## src/scc_pkg.sv

```systemverilog
// Constants shared by the scan channel configuration block.
// Assumes a serial register frame of 16 command bits and 8 answer bits.
package scc_pkg;

  // Register addresses carried in frame bits 15-9
  localparam logic [6:0] ADDR_SCAN_CHANNEL_ENABLE = 7'h01;
  localparam logic [6:0] ADDR_CHANNEL_POWER_DOWN  = 7'h02;
  localparam logic [6:0] ADDR_FEATURE_SELECT      = 7'h03;

  // Reset values
  localparam logic [7:0] RST_SCAN_CHANNEL_ENABLE = 8'hff;
  localparam logic [7:0] RST_CHANNEL_POWER_DOWN  = 8'h00;
  localparam logic [7:0] RST_FEATURE_SELECT      = 8'h00;

  // Feature select field positions
  localparam int FEAT_DEV_MSB = 7;
  localparam int FEAT_DEV_LSB = 6;
  localparam int FEAT_FMT_MSB = 2;
  localparam int FEAT_FMT_LSB = 0;
  localparam logic [7:0] FEAT_WRITABLE_MASK = 8'hc7;

  // Frame layout
  localparam int FRAME_ADDR_MSB = 15;
  localparam int FRAME_ADDR_LSB = 9;
  localparam int FRAME_WR_BIT   = 8;
  localparam logic [4:0] CMD_BITS     = 5'h10;
  localparam logic [4:0] ANSWER_END   = 5'h18;

  // Output word formats
  localparam logic [2:0] FMT_RESULT_ONLY = 3'h0;
  localparam logic [2:0] FMT_WITH_CHAN   = 3'h1;
  localparam logic [2:0] FMT_WITH_DEV    = 3'h2;
  localparam logic [2:0] FMT_WITH_RANGE  = 3'h3;

endpackage : scc_pkg

```

## src/scc_regs.sv

```systemverilog
// Scan channel configuration registers behind the serial register port.
// Assumes pins cs_n, sclk and sdi arrive unsynchronised; sclk is far slower than clk.
// Behaviour
// - Scan enable bit n includes channel n in the automatic scan.
// - Scan enable resets to all ones.
// - With no channel eligible, channel 0 is converted.
// - Four-channel build ignores writes to upper channel bits.
// - Four-channel build reads upper channel bits as ones.
// - Power-down bit n turns off front-end n and drops it from scan.
// - Power-down register resets to all zeros.
// - All front-ends off gives invalid results, no flag raised.
// - Feature bits 7-6 hold read/write device ID, reset zero.
// - Feature bits 5-3 read zero; host writes zeros.
// - Feature bits 2-0 select output format, reset zero.
// - Automatic scan steps ascending, one channel per conversion.
// - Frame: address bits 15-9, write flag bit 8, data, 24 clocks.
// - Read data leaves MSB first from the 16th falling edge.
// - Format codes append channel, device ID, range; rest low.
module scc_regs #(
  parameter int NUM_CH = 8
) (
  input  wire logic        clk,             // System clock, 250 MHz
  input  wire logic        resetn,          // Asynchronous reset, active low
  input  wire logic        ce,              // Clock enable, freezes state when low
  input  wire logic        cs_n,            // Serial chip select pin, active low
  input  wire logic        sclk,            // Serial clock pin
  input  wire logic        sdi,             // Serial data in pin
  output logic             sdo,             // Serial data out pin
  input  wire logic        manual_single_channel_mode, // Manual mode select
  input  wire logic [2:0]  manual_channel,  // Channel used in manual mode
  input  wire logic        conv_start,      // Pulse: a conversion begins
  input  wire logic [15:0] conv_result,     // Conversion result
  input  wire logic [2:0]  range_bits,      // Range code of the channel
  output logic [7:0]       chan_frontend_off, // Front-end power-down per channel
  output logic [1:0]       device_id,       // Daisy-chain identifier
  output logic [2:0]       output_word_format, // Output format code
  output logic [2:0]       active_channel,  // Channel now converted
  output logic [24:0]      result_word      // Composed output word
);

  localparam logic [7:0] PRESENT = 8'((9'h001 << NUM_CH) - 9'h001);

  logic [1:0]  rst_sync;
  logic        rst_n;
  logic [1:0]  cs_sync;
  logic [2:0]  sclk_sync;
  logic [1:0]  sdi_sync;
  logic [7:0]  scan_channel_enable;
  logic [7:0]  channel_power_down;
  logic [7:0]  feature_select;
  logic [15:0] cmd_shift;
  logic [4:0]  rise_cnt;
  logic [4:0]  fall_cnt;
  logic [7:0]  out_shift;
  logic        sclk_rise;
  logic        sclk_fall;
  logic        in_frame;
  logic [15:0] next_cmd;
  logic        cmd_done;
  logic [7:0]  wdata;
  logic [7:0]  answer;

  // Reset release through two flip-flops
  always_ff @(posedge clk or negedge resetn) begin
    if (!resetn) begin
      rst_sync <= 2'h0;
    end else begin
      rst_sync <= {rst_sync[0], 1'b1};
    end
  end
  assign rst_n = rst_sync[1];

  // Pin synchronisers; stage 0 feeds only stage 1
  always_ff @(posedge clk or negedge rst_n) begin
    if (!rst_n) begin
      cs_sync   <= 2'h3;
      sclk_sync <= 3'h0;
      sdi_sync  <= 2'h0;
    end else if (ce) begin
      cs_sync   <= {cs_sync[0], cs_n};
      sclk_sync <= {sclk_sync[1:0], sclk};
      sdi_sync  <= {sdi_sync[0], sdi};
    end
  end

  assign in_frame  = ~cs_sync[1];
  assign sclk_rise = in_frame && sclk_sync[1] && !sclk_sync[2];
  assign sclk_fall = in_frame && !sclk_sync[1] && sclk_sync[2];
  assign next_cmd  = {cmd_shift[14:0], sdi_sync[1]};
  assign cmd_done  = sclk_rise && (rise_cnt == scc_pkg::CMD_BITS - 5'h01);

  // Command shift and edge counts, restarted by each frame
  always_ff @(posedge clk or negedge rst_n) begin
    if (!rst_n) begin
      cmd_shift <= 16'h0000;
      rise_cnt  <= 5'h00;
      fall_cnt  <= 5'h00;
    end else if (ce) begin
      if (!in_frame) begin
        rise_cnt <= 5'h00;
        fall_cnt <= 5'h00;
      end else begin
        if (sclk_rise && rise_cnt != scc_pkg::ANSWER_END) begin
          cmd_shift <= next_cmd;
          rise_cnt  <= rise_cnt + 5'h01;
        end
        if (sclk_fall && fall_cnt != scc_pkg::ANSWER_END) begin
          fall_cnt <= fall_cnt + 5'h01;
        end
      end
    end
  end

  // Stored view of a register, upper channels read as ones
  function automatic logic [7:0] reg_view(input logic [6:0] addr, input logic [7:0] en,
                                          input logic [7:0] pd, input logic [7:0] feat);
    logic [7:0] v;
    v = 8'h00;
    unique case (addr)
      scc_pkg::ADDR_SCAN_CHANNEL_ENABLE: v = en | ~PRESENT;
      scc_pkg::ADDR_CHANNEL_POWER_DOWN:  v = pd | ~PRESENT;
      scc_pkg::ADDR_FEATURE_SELECT:      v = feat & scc_pkg::FEAT_WRITABLE_MASK;
      default:                           v = 8'h00;
    endcase
    return v;
  endfunction : reg_view

  assign wdata = next_cmd[7:0];

  // Answer is the addressed register, new value after a write
  always_comb begin
    if (next_cmd[scc_pkg::FRAME_WR_BIT]) begin
      answer = reg_view(next_cmd[scc_pkg::FRAME_ADDR_MSB:scc_pkg::FRAME_ADDR_LSB],
                        wdata & PRESENT, wdata & PRESENT, wdata);
    end else begin
      answer = reg_view(next_cmd[scc_pkg::FRAME_ADDR_MSB:scc_pkg::FRAME_ADDR_LSB],
                        scan_channel_enable, channel_power_down, feature_select);
    end
  end

  // Register writes at the end of the command word
  always_ff @(posedge clk or negedge rst_n) begin
    if (!rst_n) begin
      scan_channel_enable <= scc_pkg::RST_SCAN_CHANNEL_ENABLE;
      channel_power_down  <= scc_pkg::RST_CHANNEL_POWER_DOWN;
      feature_select      <= scc_pkg::RST_FEATURE_SELECT;
    end else if (ce && cmd_done && next_cmd[scc_pkg::FRAME_WR_BIT]) begin
      unique case (next_cmd[scc_pkg::FRAME_ADDR_MSB:scc_pkg::FRAME_ADDR_LSB])
        scc_pkg::ADDR_SCAN_CHANNEL_ENABLE: scan_channel_enable <= wdata & PRESENT;
        scc_pkg::ADDR_CHANNEL_POWER_DOWN:  channel_power_down  <= wdata & PRESENT;
        scc_pkg::ADDR_FEATURE_SELECT:
          feature_select <= wdata & scc_pkg::FEAT_WRITABLE_MASK;
        default: ;
      endcase
    end
  end

  // Answer bits leave MSB first from the 16th falling edge, low otherwise
  always_ff @(posedge clk or negedge rst_n) begin
    if (!rst_n) begin
      out_shift <= 8'h00;
      sdo       <= 1'b0;
    end else if (ce) begin
      if (!in_frame) begin
        sdo <= 1'b0;
      end else begin
        if (cmd_done) begin
          out_shift <= answer;
        end
        if (sclk_fall) begin
          if (fall_cnt >= scc_pkg::CMD_BITS - 5'h01 && fall_cnt < scc_pkg::ANSWER_END - 5'h01) begin
            sdo       <= out_shift[7];
            out_shift <= {out_shift[6:0], 1'b0};
          end else begin
            sdo <= 1'b0;
          end
        end
      end
    end
  end

  // Front-end control; all off is allowed and not flagged
  assign chan_frontend_off  = channel_power_down;
  assign device_id          = feature_select[scc_pkg::FEAT_DEV_MSB:scc_pkg::FEAT_DEV_LSB];
  assign output_word_format = feature_select[scc_pkg::FEAT_FMT_MSB:scc_pkg::FEAT_FMT_LSB];

  // Scan sequencer and output word
  scc_scan_seq #(
    .NUM_CH(NUM_CH)
  ) u_scan (
    .clk                        (clk),
    .rst_n                      (rst_n),
    .ce                         (ce),
    .scan_include               (scan_channel_enable),
    .frontend_off               (channel_power_down),
    .output_word_format         (output_word_format),
    .device_id                  (device_id),
    .manual_single_channel_mode (manual_single_channel_mode),
    .manual_channel             (manual_channel),
    .conv_start                 (conv_start),
    .conv_result                (conv_result),
    .range_bits                 (range_bits),
    .active_channel             (active_channel),
    .result_word                (result_word)
  );

endmodule : scc_regs

```

## src/scc_scan_seq.sv

```systemverilog
// Automatic ascending channel scan and output word composer.
// Assumes conv_start is a one-cycle pulse from logic on the same clock.
module scc_scan_seq #(
  parameter int NUM_CH = 8
) (
  input  wire logic        clk,             // System clock
  input  wire logic        rst_n,           // Synchronised reset, active low
  input  wire logic        ce,              // Clock enable
  input  wire logic [7:0]  scan_include,    // Stored scan enable bits
  input  wire logic [7:0]  frontend_off,    // Stored power-down bits
  input  wire logic [2:0]  output_word_format, // Output format code
  input  wire logic [1:0]  device_id,       // Daisy-chain identifier
  input  wire logic        manual_single_channel_mode, // Manual mode select
  input  wire logic [2:0]  manual_channel,  // Channel used in manual mode
  input  wire logic        conv_start,      // Pulse: a conversion begins
  input  wire logic [15:0] conv_result,     // Result of the last conversion
  input  wire logic [2:0]  range_bits,      // Range code of the channel
  output logic [2:0]       active_channel,  // Channel now converted
  output logic [24:0]      result_word      // Composed output word
);

  logic [7:0] eligible;
  logic [2:0] next_channel;

  // Channel takes part only if included, powered and present
  always_comb begin
    eligible = scan_include & ~frontend_off;
    for (int i = 0; i < 8; i++) begin
      if (i >= NUM_CH) eligible[i] = 1'b0;
    end
  end

  // Next higher eligible channel, wrapping to the lowest
  always_comb begin
    next_channel = 3'h0;
    for (int i = 7; i >= 0; i--) begin
      if (eligible[i]) next_channel = 3'(i);
    end
    for (int i = 7; i >= 0; i--) begin
      if (eligible[i] && 3'(i) > active_channel) next_channel = 3'(i);
    end
  end

  // Step on each conversion
  always_ff @(posedge clk or negedge rst_n) begin
    if (!rst_n) begin
      active_channel <= 3'h0;
    end else if (ce && conv_start) begin
      if (manual_single_channel_mode) begin
        active_channel <= manual_channel;
      end else begin
        active_channel <= next_channel;
      end
    end
  end

  // Output word fields appended by format, unused bits low
  always_ff @(posedge clk or negedge rst_n) begin
    if (!rst_n) begin
      result_word <= 25'h0000000;
    end else if (ce) begin
      unique case (output_word_format)
        scc_pkg::FMT_WITH_CHAN:  result_word <= {conv_result, 1'b0, active_channel, 5'h00};
        scc_pkg::FMT_WITH_DEV:   result_word <= {conv_result, 1'b0, active_channel, device_id,
                                                 3'h0};
        scc_pkg::FMT_WITH_RANGE: result_word <= {conv_result, 1'b0, active_channel, device_id,
                                                 range_bits};
        default:                 result_word <= {conv_result, 9'h000};
      endcase
    end
  end

endmodule : scc_scan_seq

```

## config.mk

```make
export PLATFORM = sky130hd
export DESIGN_NAME = scc_regs
export DESIGN_NICKNAME = d
export VERILOG_FILES = /design/src/scc_pkg.sv /design/src/scc_regs.sv /design/src/scc_scan_seq.sv
export SDC_FILE = /design/constraint.sdc
export NUM_CORES = 1
export LEC_CHECK = 0
export BUFFER_PORTS_ARGS = -buffer_cell sky130_fd_sc_hd__buf_2
export CORE_MARGIN = 3
export CORE_UTILIZATION = 25
export CTS_BUF_LIST = sky130_fd_sc_hd__clkbuf_8
export CTS_CLUSTER_SIZE = 24
export DETAILED_ROUTE_END_ITERATION = 12
export PLACE_DENSITY_LB_ADDON = 0.15
export SETUP_SLACK_MARGIN = 0.02
export SYNTH_ARGS = -nofsm -noshare
export SYNTH_HDL_FRONTEND = slang
export SYNTH_HIERARCHICAL = 1
export SYNTH_SLANG_ARGS = --single-unit
```

## constraint.sdc

```tcl
create_clock -name clk -period 6.35 [get_ports clk]
set_input_delay 0.635 -clock clk [delete_from_list [all_inputs] [get_ports clk]]
set_output_delay 0.635 -clock clk [all_outputs]
set_load 0.01 [all_outputs]
```

Word level (Yosys, flattened, before mapping)
Index checks and enable logic that the tools add are counted.
{"block": "op_classes", "n_addsub": 2, "n_lt_le_gt_ge": 10, "n_eq_ne": 9, "muxes": 31, "n_bitwise": 3, "reduce_logical": 33}
{"cell": "$mux W3", "count": 17}
{"cell": "$pmux W8 S3", "count": 2}
{"cell": "$mux W8", "count": 4}
{"cell": "$mux W5", "count": 4}
{"cell": "$logic_and A1 B1 Y1", "count": 19}
{"cell": "$pmux W8 S2", "count": 1}
{"cell": "$eq A7 B2 Y1 const B", "count": 2}
{"cell": "$reduce_and A2 Y1", "count": 7}
{"cell": "$gt A3 B3 Y1 const A", "count": 4}
{"cell": "$add A5 B1 Y5 const B", "count": 2}
{"cell": "$ne A5 B5 Y1 const B", "count": 2}
{"cell": "$and A8 B8 Y8", "count": 1}
{"cell": "$not A8 Y8", "count": 1}
{"cell": "$eq A7 B1 Y1 const B", "count": 1}
{"cell": "$eq A3 B2 Y1 const B", "count": 2}
{"cell": "$gt A1 B3 Y1 const A", "count": 2}
{"cell": "$gt A2 B3 Y1 const A", "count": 2}
{"cell": "$reduce_bool A2 Y1", "count": 3}
{"cell": "$eq A5 B4 Y1 const B", "count": 1}
{"cell": "$ge A5 B4 Y1 const B", "count": 1}
{"cell": "$lt A5 B5 Y1 const B", "count": 1}
{"cell": "$eq A3 B1 Y1 const B", "count": 1}
{"cell": "$mux W1", "count": 3}
{"cell": "$reduce_and A3 Y1", "count": 1}
{"cell": "other kinds (3)", "count": 4}
{"block": "totals", "register_bits": 92, "out_inout_bits": 42, "wordCells": 102}

Logic depth before layout (Yosys ltp)
Gate-level depths: netlist (run 1).
{"block": "depth", "word_depth": 19, "depth_mapped": 7, "depth_no_buf": 7}

Modules after synthesis
The synthesis (run 1) kept the hierarchy.
{"module": "scc_regs", "n_inst": 1, "cells_per_inst": 248, "area_each_um2": 3101.7}
{"module": "scc_scan_seq", "n_inst": 1, "cells_per_inst": 134, "area_each_um2": 1397.6}

Worst setup path after synthesis (run 1)
No wires, ideal clock.
{"block": "synth_path", "kind": "flip-flop to flip-flop", "from": "reg rise_cnt[0]", "to": "reg feature_select[0]", "arrival_time_ns": 1.807, "required_ns": 6.225, "setup_slack_ns": 4.418, "stages_incl_launch_ff": 8, "cell_sequence": "dfrtp_1 ha_1 and3_1 ha_1 nand3b_4 and4bb_4 nand4_4 mux2_2"}
{"block": "synth_via", "elab_chain_len": 5}
{"item": "start: declaration", "line_no": "scc_regs.sv:52", "source": "logic [4:0] rise_cnt;"}
{"item": "start signal: assignment", "line_no": "scc_regs.sv:105", "source": "rise_cnt <= rise_cnt + 5'h01;"}
{"item": "$eq A5 B4 Y1", "line_no": "scc_regs.sv:90", "source": "assign cmd_done = sclk_rise && (rise_cnt == scc_pkg::CMD_BITS - 5'h01);"}
{"item": "$logic_and A1 B1 Y1", "line_no": "scc_regs.sv:90"}
{"item": "$logic_and A1 B1 Y1 (2 in series)", "line_no": "scc_regs.sv:147", "source": "end else if (ce && cmd_done && next_cmd[scc_pkg::FRAME_WR_BIT]) begin"}
{"item": "$reduce_and A2 Y1 (no line)"}
{"item": "end signal: assignment", "line_no": "scc_regs.sv:146", "source": "feature_select <= scc_pkg::RST_FEATURE_SELECT;"}
{"item": "end signal: assignment", "line_no": "scc_regs.sv:152", "source": "feature_select <= wdata & scc_pkg::FEAT_WRITABLE_MASK;"}
{"item": "end: declaration", "line_no": "scc_regs.sv:50", "source": "logic [7:0] feature_select;"}
No other way between the ends.
A chain may end at the register's enable or synchronous reset.

Worst setup path in the final report (run 1)
{"block": "layout_path", "from": "in ce", "to": "reg cmd_shift[3]"}
{"block": "layout_via", "elab_chain_len": 1}
{"item": "start: declaration", "line_no": "scc_regs.sv:24", "source": "input wire logic ce,"}
{"item": "$reduce_and A3 Y1 (no line)"}
{"item": "end signal: assignment", "line_no": "scc_regs.sv:104", "source": "cmd_shift <= next_cmd;"}
{"item": "end: declaration", "line_no": "scc_regs.sv:51", "source": "logic [15:0] cmd_shift;"}
No other way between the ends.

==> results.cfg, run 1 <==
[layout]
multi_input_area_um2 = 1981
synthToLayoutAreaGrowth_pct = 16.55
seqCellArea_um2 = 2293
nets = 481
fillerInstances = 1805
num_antenna_cells = 0
final_area_um2 = 5244
drive_above_1_share_pct = 39.33

[critical_path]
max_stage_delay_ns = 0.59
slowest_stage = nand4b_2
worstPathRequired_ns = 6.61
worst-path-buf-inv = 2
crit_arrival_ns = 2.63
start_kind = primary input
crit_fanout = 53
setup.worst_path.end_class = register
path_cells = buf_2 -> buf_4 -> and2b_2 -> nand4b_2 -> mux2_2
crit_family = simple AND/OR/NAND/NOR gates
criticalPathCategory = primary input to register

[synthesis]
synth_area_leader_cell = dfrtp_1
yosysWarnings = 6
ys_ff_latch = 91
yosysSeqAreaShare_pct = 50.89
synth_edf_count = 0
synthArstFlopShare_pct = 100.0
synth_top_cell_area_share_pct = 45.05
yosysUniqueCellTypes = 66
yosys-top-cells-area = dfrtp_1 (45%), mux2_2 (15%), dfstp_2 (5.8%)
synth_nets = 418
synth-main-ff-cell = dfrtp_1
syn_inst = 382
synth_area_um2 = 4499
syn_avg_cell_area_um2 = 11.78

[power_and_ir_drop]
power_leakage_nw = 2.369
ir_drop_uv = 128.8
pwr_density_cell_nw_per_um2 = 265.2

[grt]
antenna_found_initial = 0
grt-ovfl-total = 0
grt_start_max_net_pins = 74
gr-usage-all-layers_pct = 10.96
grt_pass1_wl_um = 17300
grt_pass1_vias = 3206

[clocking]
cts_buffers = 9
numClockSinks = 91
clockBufferDepth = 2
path_clk_slew_ns = 0.09
cts_tree = done
cts_setup_buffers = 0
htreeDepth = 3
cts_root_buf = clkbuf_8
clk_latency_ns = 0.38

[sta]
worst_slew_pin_slew_ns = 0.9645
post-route-period-util_pct = 37.36
hold_viol = 0
rsz0062_at_grt = false
drv_slew = 0
slew_headroom_pct = 35.70
setup_viol = 0
setup-tns-final_ns = 0
fin_crit_ns = 2.373
fin_skew_ns = 0.01050
fmax_mhz = 421.5

[detailed_routing]
vias = 3150
avgRoutedWirePerCell_um = 15.25
routed_via_density = 4.667
drtPass1Iterations = 4
drc = 0
first_iter_violations = 171
drtAntennaViolNets = 0
routed_wl_um = 10300

[job]
maxCapViolCount = 0

[status]
status = finished, final reports clean

[placed_design]
dp_hpwl_um = 7194
io_buffers = 70
place_area_um2 = 5022
gp_congestion = 0.7689

[floorplanning]
rows = 48
ios = 72
dieArea_um2 = 19640
fp.dieH_um = 140.2
initial_core_util_pct = 25.74
die_w_um = 140.2
design.core.area_um2 = 17480

[worst_hold_path]
worstHoldPathType = register to async pin
area by class of cell:
| cell class | instances | share of cell area, % |
|---|---|---|
| Inverter | 27 | 1.933 |
| Tap cell | 225 | 5.369 |
| Timing Repair Buffer | 73 | 7.158 |
| Clock inverter | 5 | 1.145 |
| Multi-Input combinational cell | 243 | 37.77 |
| Sequential cell | 91 | 43.74 |
| Clock buffer | 11 | 2.887 |
kinds of logic after synthesis:
logic type	Yosys count	synth area share, %
multiplexers	65	16.13
XOR/XNOR	2	0.3894
AO/OA/AOI/OAI	88	14.02
buffers and inverters	48	5.089
other	2	0.1669
adder cells (fa/ha/maj)	6	1.668
AND/OR/NAND/NOR	80	11.65
flip-flops	91	50.89
synthesized netlist by cell type (2+ instances only):
master and number:
dfrtp_1 81, mux2_2 60, inv_1 27, nand2_1 17, a21oi_1 16, o22ai_1 13, dfstp_2 10, nor2_1 10
o21ai_0 10, nand2b_1 9, buf_2 8, nand3_1 8, clkbuf_1 6, ha_1 6, nand4_1 6, a21boi_0 5
mux2i_1 5, nor2b_1 5, a211oi_1 4, a31oi_1 4, nand4b_1 4, o221ai_1 4, o31ai_1 4, a221oi_1 3
and3_1 3, buf_4 3, o221a_2 3, a21o_1 2, a31o_2 2, a41oi_1 2, clkbuf_8 2, conb_1 2
nand3_4 2, nand3b_1 2, o2111ai_1 2, xor2_1 2
registers in the layout, summed over array words and instances (netlist names):
name and count:
cmd_shift 15, chan_frontend_off 8, out_shift 8, sclk_sync 3, scan_channel_enable 8, u_scan/active_channel 3
sdi_sync 2, rise_cnt 5, rst_sync 2, u_scan/result_word 24, feature_select 5, sdo 1
cs_sync 2, fall_cnt 5
power by group:
group          total, mW  leakage [nW]  switching (mW)  internal (mW)
Clock              0.423         0.106           0.218          0.205
Sequential         0.759          1.14          0.0997          0.659
Combinational      0.208          1.12          0.0979          0.110
Total               1.39          2.37           0.416          0.975
stage by stage:
stage / utilization (%) / std cells / setup slack, ns / total power, mW / hold slack [ns]
after floorplan: - / 382 / 3.645 / 0.9057 / 0.3312
after global placement: 28.74 / 658 / 3.561 / 0.9791 / 0.1858
after detailed placement: 28.74 / 658 / 3.508 / 0.9834 / 0.1903
after CTS: 30.00 / 675 / 3.916 / 1.421 / 0.2000
after global routing: 30.00 / 675 / 3.813 / 1.486 / 0.2142
final: 30.00 / 675 / 3.977 / 1.391 / 0.1900
cells in the final DEF, fill, tap and decap left out, types with 2 or more instances in the layout:
master and instances:
a211oi_1 4, a21boi_0 5, a21o_1 2, a21oi_1 16, a221oi_1 3, a31o_2 2
a31oi_1 4, a41oi_1 2, and3_1 3, buf_2 70, buf_4 2, clkbuf_8 11
conb_1 2, dfrtp_1 80, dfstp_2 10, ha_1 6, inv_1 27, mux2_2 60
mux2i_1 5, nand2_1 17, nand2b_1 9, nand3_1 8, nand3_4 2, nand3b_1 2
nand4_1 6, nand4b_1 4, nor2_1 10, nor2b_1 5, o2111ai_1 2, o21ai_0 10
o221a_2 3, o221ai_1 4, o22ai_1 13, o31ai_1 4, xor2_1 2
routing by layer:
| metal | GRT usage [%] | vias up | part of all wire (%) |
|---|---|---|---|
| met4 | 2.754 | 0 | 1.0 |
| met2 | 16.99 | 59 | 46 |
| met3 | 3.858 | 7 | 4.4 |
| met1 | 14.69 | 1564 | 48 |
| li1 | - | 1520 | - |
| met5 | 0 | - | 0 |
what timing repair did:
action	4_1_cts	5_1_grt
hold buffers	1	0
endpoints found under the hold margin	2	0
resized for setup	0	0
path summary, 6_finish.rpt:
kind                       cells after the start        start  slack [ns]                endpoint
min in group clk                               0  rst_sync[0]        0.36             rst_sync[1]
min reg2reg                                    0  rst_sync[1]        0.19  u_scan/result_word[18]
max in group asynchronous                      1  rst_sync[1]        4.93            cmd_shift[3]
max reg2reg                                    7  rise_cnt[0]        4.15    chan_frontend_off[3]
min                                            0  rst_sync[1]        0.19  u_scan/result_word[18]
max                                            5           ce        3.98            cmd_shift[3]
Note: power is estimated with default switching activity, not from simulation.
==> run 2: changes to the inputs <==
==> constraint.sdc (replaced) <==
create_clock -name clk -period 2 [get_ports clk]
set_input_delay 0.2 -clock clk [delete_from_list [all_inputs] [get_ports clk]]
set_output_delay 0.2 -clock clk [all_outputs]
set_load 0.01 [all_outputs]
==> results.cfg, run 2 (synthesis results as in run 1) <==
[critical_path]
crit_family = simple AND/OR/NAND/NOR gates
worstPathRequired_ns = 2.26
criticalPathCategory = register to register
path_cells = ha_2 -> and3_4 -> ha_4 -> nand3b_4 -> and4bb_4 -> nand4_4 -> mux2_4
crit_arrival_ns = 2.24
max_stage_delay_ns = 0.41
worst-path-buf-inv = 0
slowest_stage = and4bb_4
start_kind = register
setup.worst_path.end_class = register
crit_fanout = 5

[layout]
layout_commonest_cell = dfrtp_1
nets = 504
instances_no_fill = 698
largest_reg_flops = 24
num_antenna_cells = 0
utilization_pct = 31.26
synthToLayoutAreaGrowth_pct = 21.44
most-common-layout-cells = dfrtp_1 (80), buf_2 (70), mux2_2 (58)
reg.largest.list = u_scan/result_word x24, cmd_shift x15
regMostFlops = u_scan/result_word
drive_above_1_share_pct = 43.34

[sta]
fin_crit_ns = 1.978
post-route-period-util_pct = 98.92
setup-tns-final_ns = 0
rsz0062_at_grt = true
slew_headroom_pct = 43.30
setup_viol = 0
fin_skew_ns = 0.008237
fin_ws_ns = 0.02159
fmax_mhz = 505.5
drv_slew = 0
whs_ns = 0.05618
hold_viol = 0
worst_slew_pin_slew_ns = 0.8505

[detailed_routing]
first_iter_violations = 152
routed_wl_um = 10910
vias = 3325
routed_via_density = 4.764
drtPass1Iterations = 4
avgRoutedWirePerCell_um = 15.63
drc = 0
drtAntennaViolNets = 0

[clocking]
htreeDepth = 3
cts_root_buf = clkbuf_8
cts_buffers = 9
numClockSinks = 91
path_clk_slew_ns = 0.09
clk_latency_ns = 0.37
cts_tree = done
clockBufferDepth = 2

[power_and_ir_drop]
power_leakage_nw = 2.496
pwr_density_cell_nw_per_um2 = 787.6
ir_drop_uv = 394.7

[placed_design]
dp.cells = 679
place_ws_ns = -0.01863
gp_congestion = 0.8061
dp_hpwl_um = 7863
io_buffers = 70

[grt]
gr-usage-all-layers_pct = 11.62
antenna_found_initial = 0
grt_pass1_wl_um = 18510
grt-ovfl-total = 0
grt_start_max_net_pins = 52
grt_pass1_vias = 3442

[job]
maxCapViolCount = 0

[floorplanning]
fp.dieH_um = 140.2
rows = 48
dieArea_um2 = 19640
initial_core_util_pct = 25.74
ios = 72
die_w_um = 140.2
design.core.area_um2 = 17480

[status]
status = finished, final reports clean

[worst_hold_path]
worstHoldPathType = primary input to register
## run 2: routing by layer
metal | vias to the layer above | track usage [%] | share of wire, %
li1 | 1569 | - | -
met1 | 1664 | 15.15 | 45
met2 | 78 | 18.55 | 48
met3 | 14 | 3.619 | 4.9
met4 | 0 | 3.468 | 1.4
met5 | - | 0 | 0
## run 2: metrics by stage
| stage | power (mW) | area, um^2 |
|---|---|---|
| 2_1_floorplan | 2.876 | 4501 |
| 3_3_place_gp | 3.214 | 5218 |
| 3_5_place_dp | 3.229 | 5218 |
| 4_1_cts | 4.361 | 5423 |
| 5_1_grt | 4.598 | 5464 |
| 6_report | 4.303 | 5464 |
## run 2: final cells by class
type | instances | area [um^2]
Tap cell | 225 | 281.5
Inverter | 27 | 101.3
Clock buffer | 10 | 137.6
Sequential cell | 91 | 2293
Timing Repair Buffer | 96 | 585.6
Multi-Input combinational cell | 243 | 2038
Clock inverter | 6 | 26.28
Fill cell | 1832 | 12010
## run 2: what timing repair did
item,in CTS,in global routing
hold buffers,1,0
setup endpoints to repair,21,30
hold endpoints to repair,2,0
pin swaps,2,2
resized for setup,5,7
setup buffers,1,1
## run 2: power by group
part           internal (mW)  switching, mW  total, mW
Sequential              2.09          0.294       2.39
Clock                  0.467          0.635       1.10
Combinational          0.433          0.381      0.815
## run 2: worst paths after layout
check	from	depth (start not counted)	slack, ns	end
worst max-delay path	rise_cnt[0]	7	0.02	feature_select[2]
worst min-delay path	conv_result[12]	2	0.06	u_scan/result_word[21]
worst max register to register	rise_cnt[0]	7	0.02	feature_select[2]
worst min register to register	rst_sync[1]	0	0.24	fall_cnt[1]
max in group asynchronous	rst_sync[1]	1	1.12	scan_channel_enable[7]
min in group asynchronous	resetn	2	0.12	rst_sync[1]
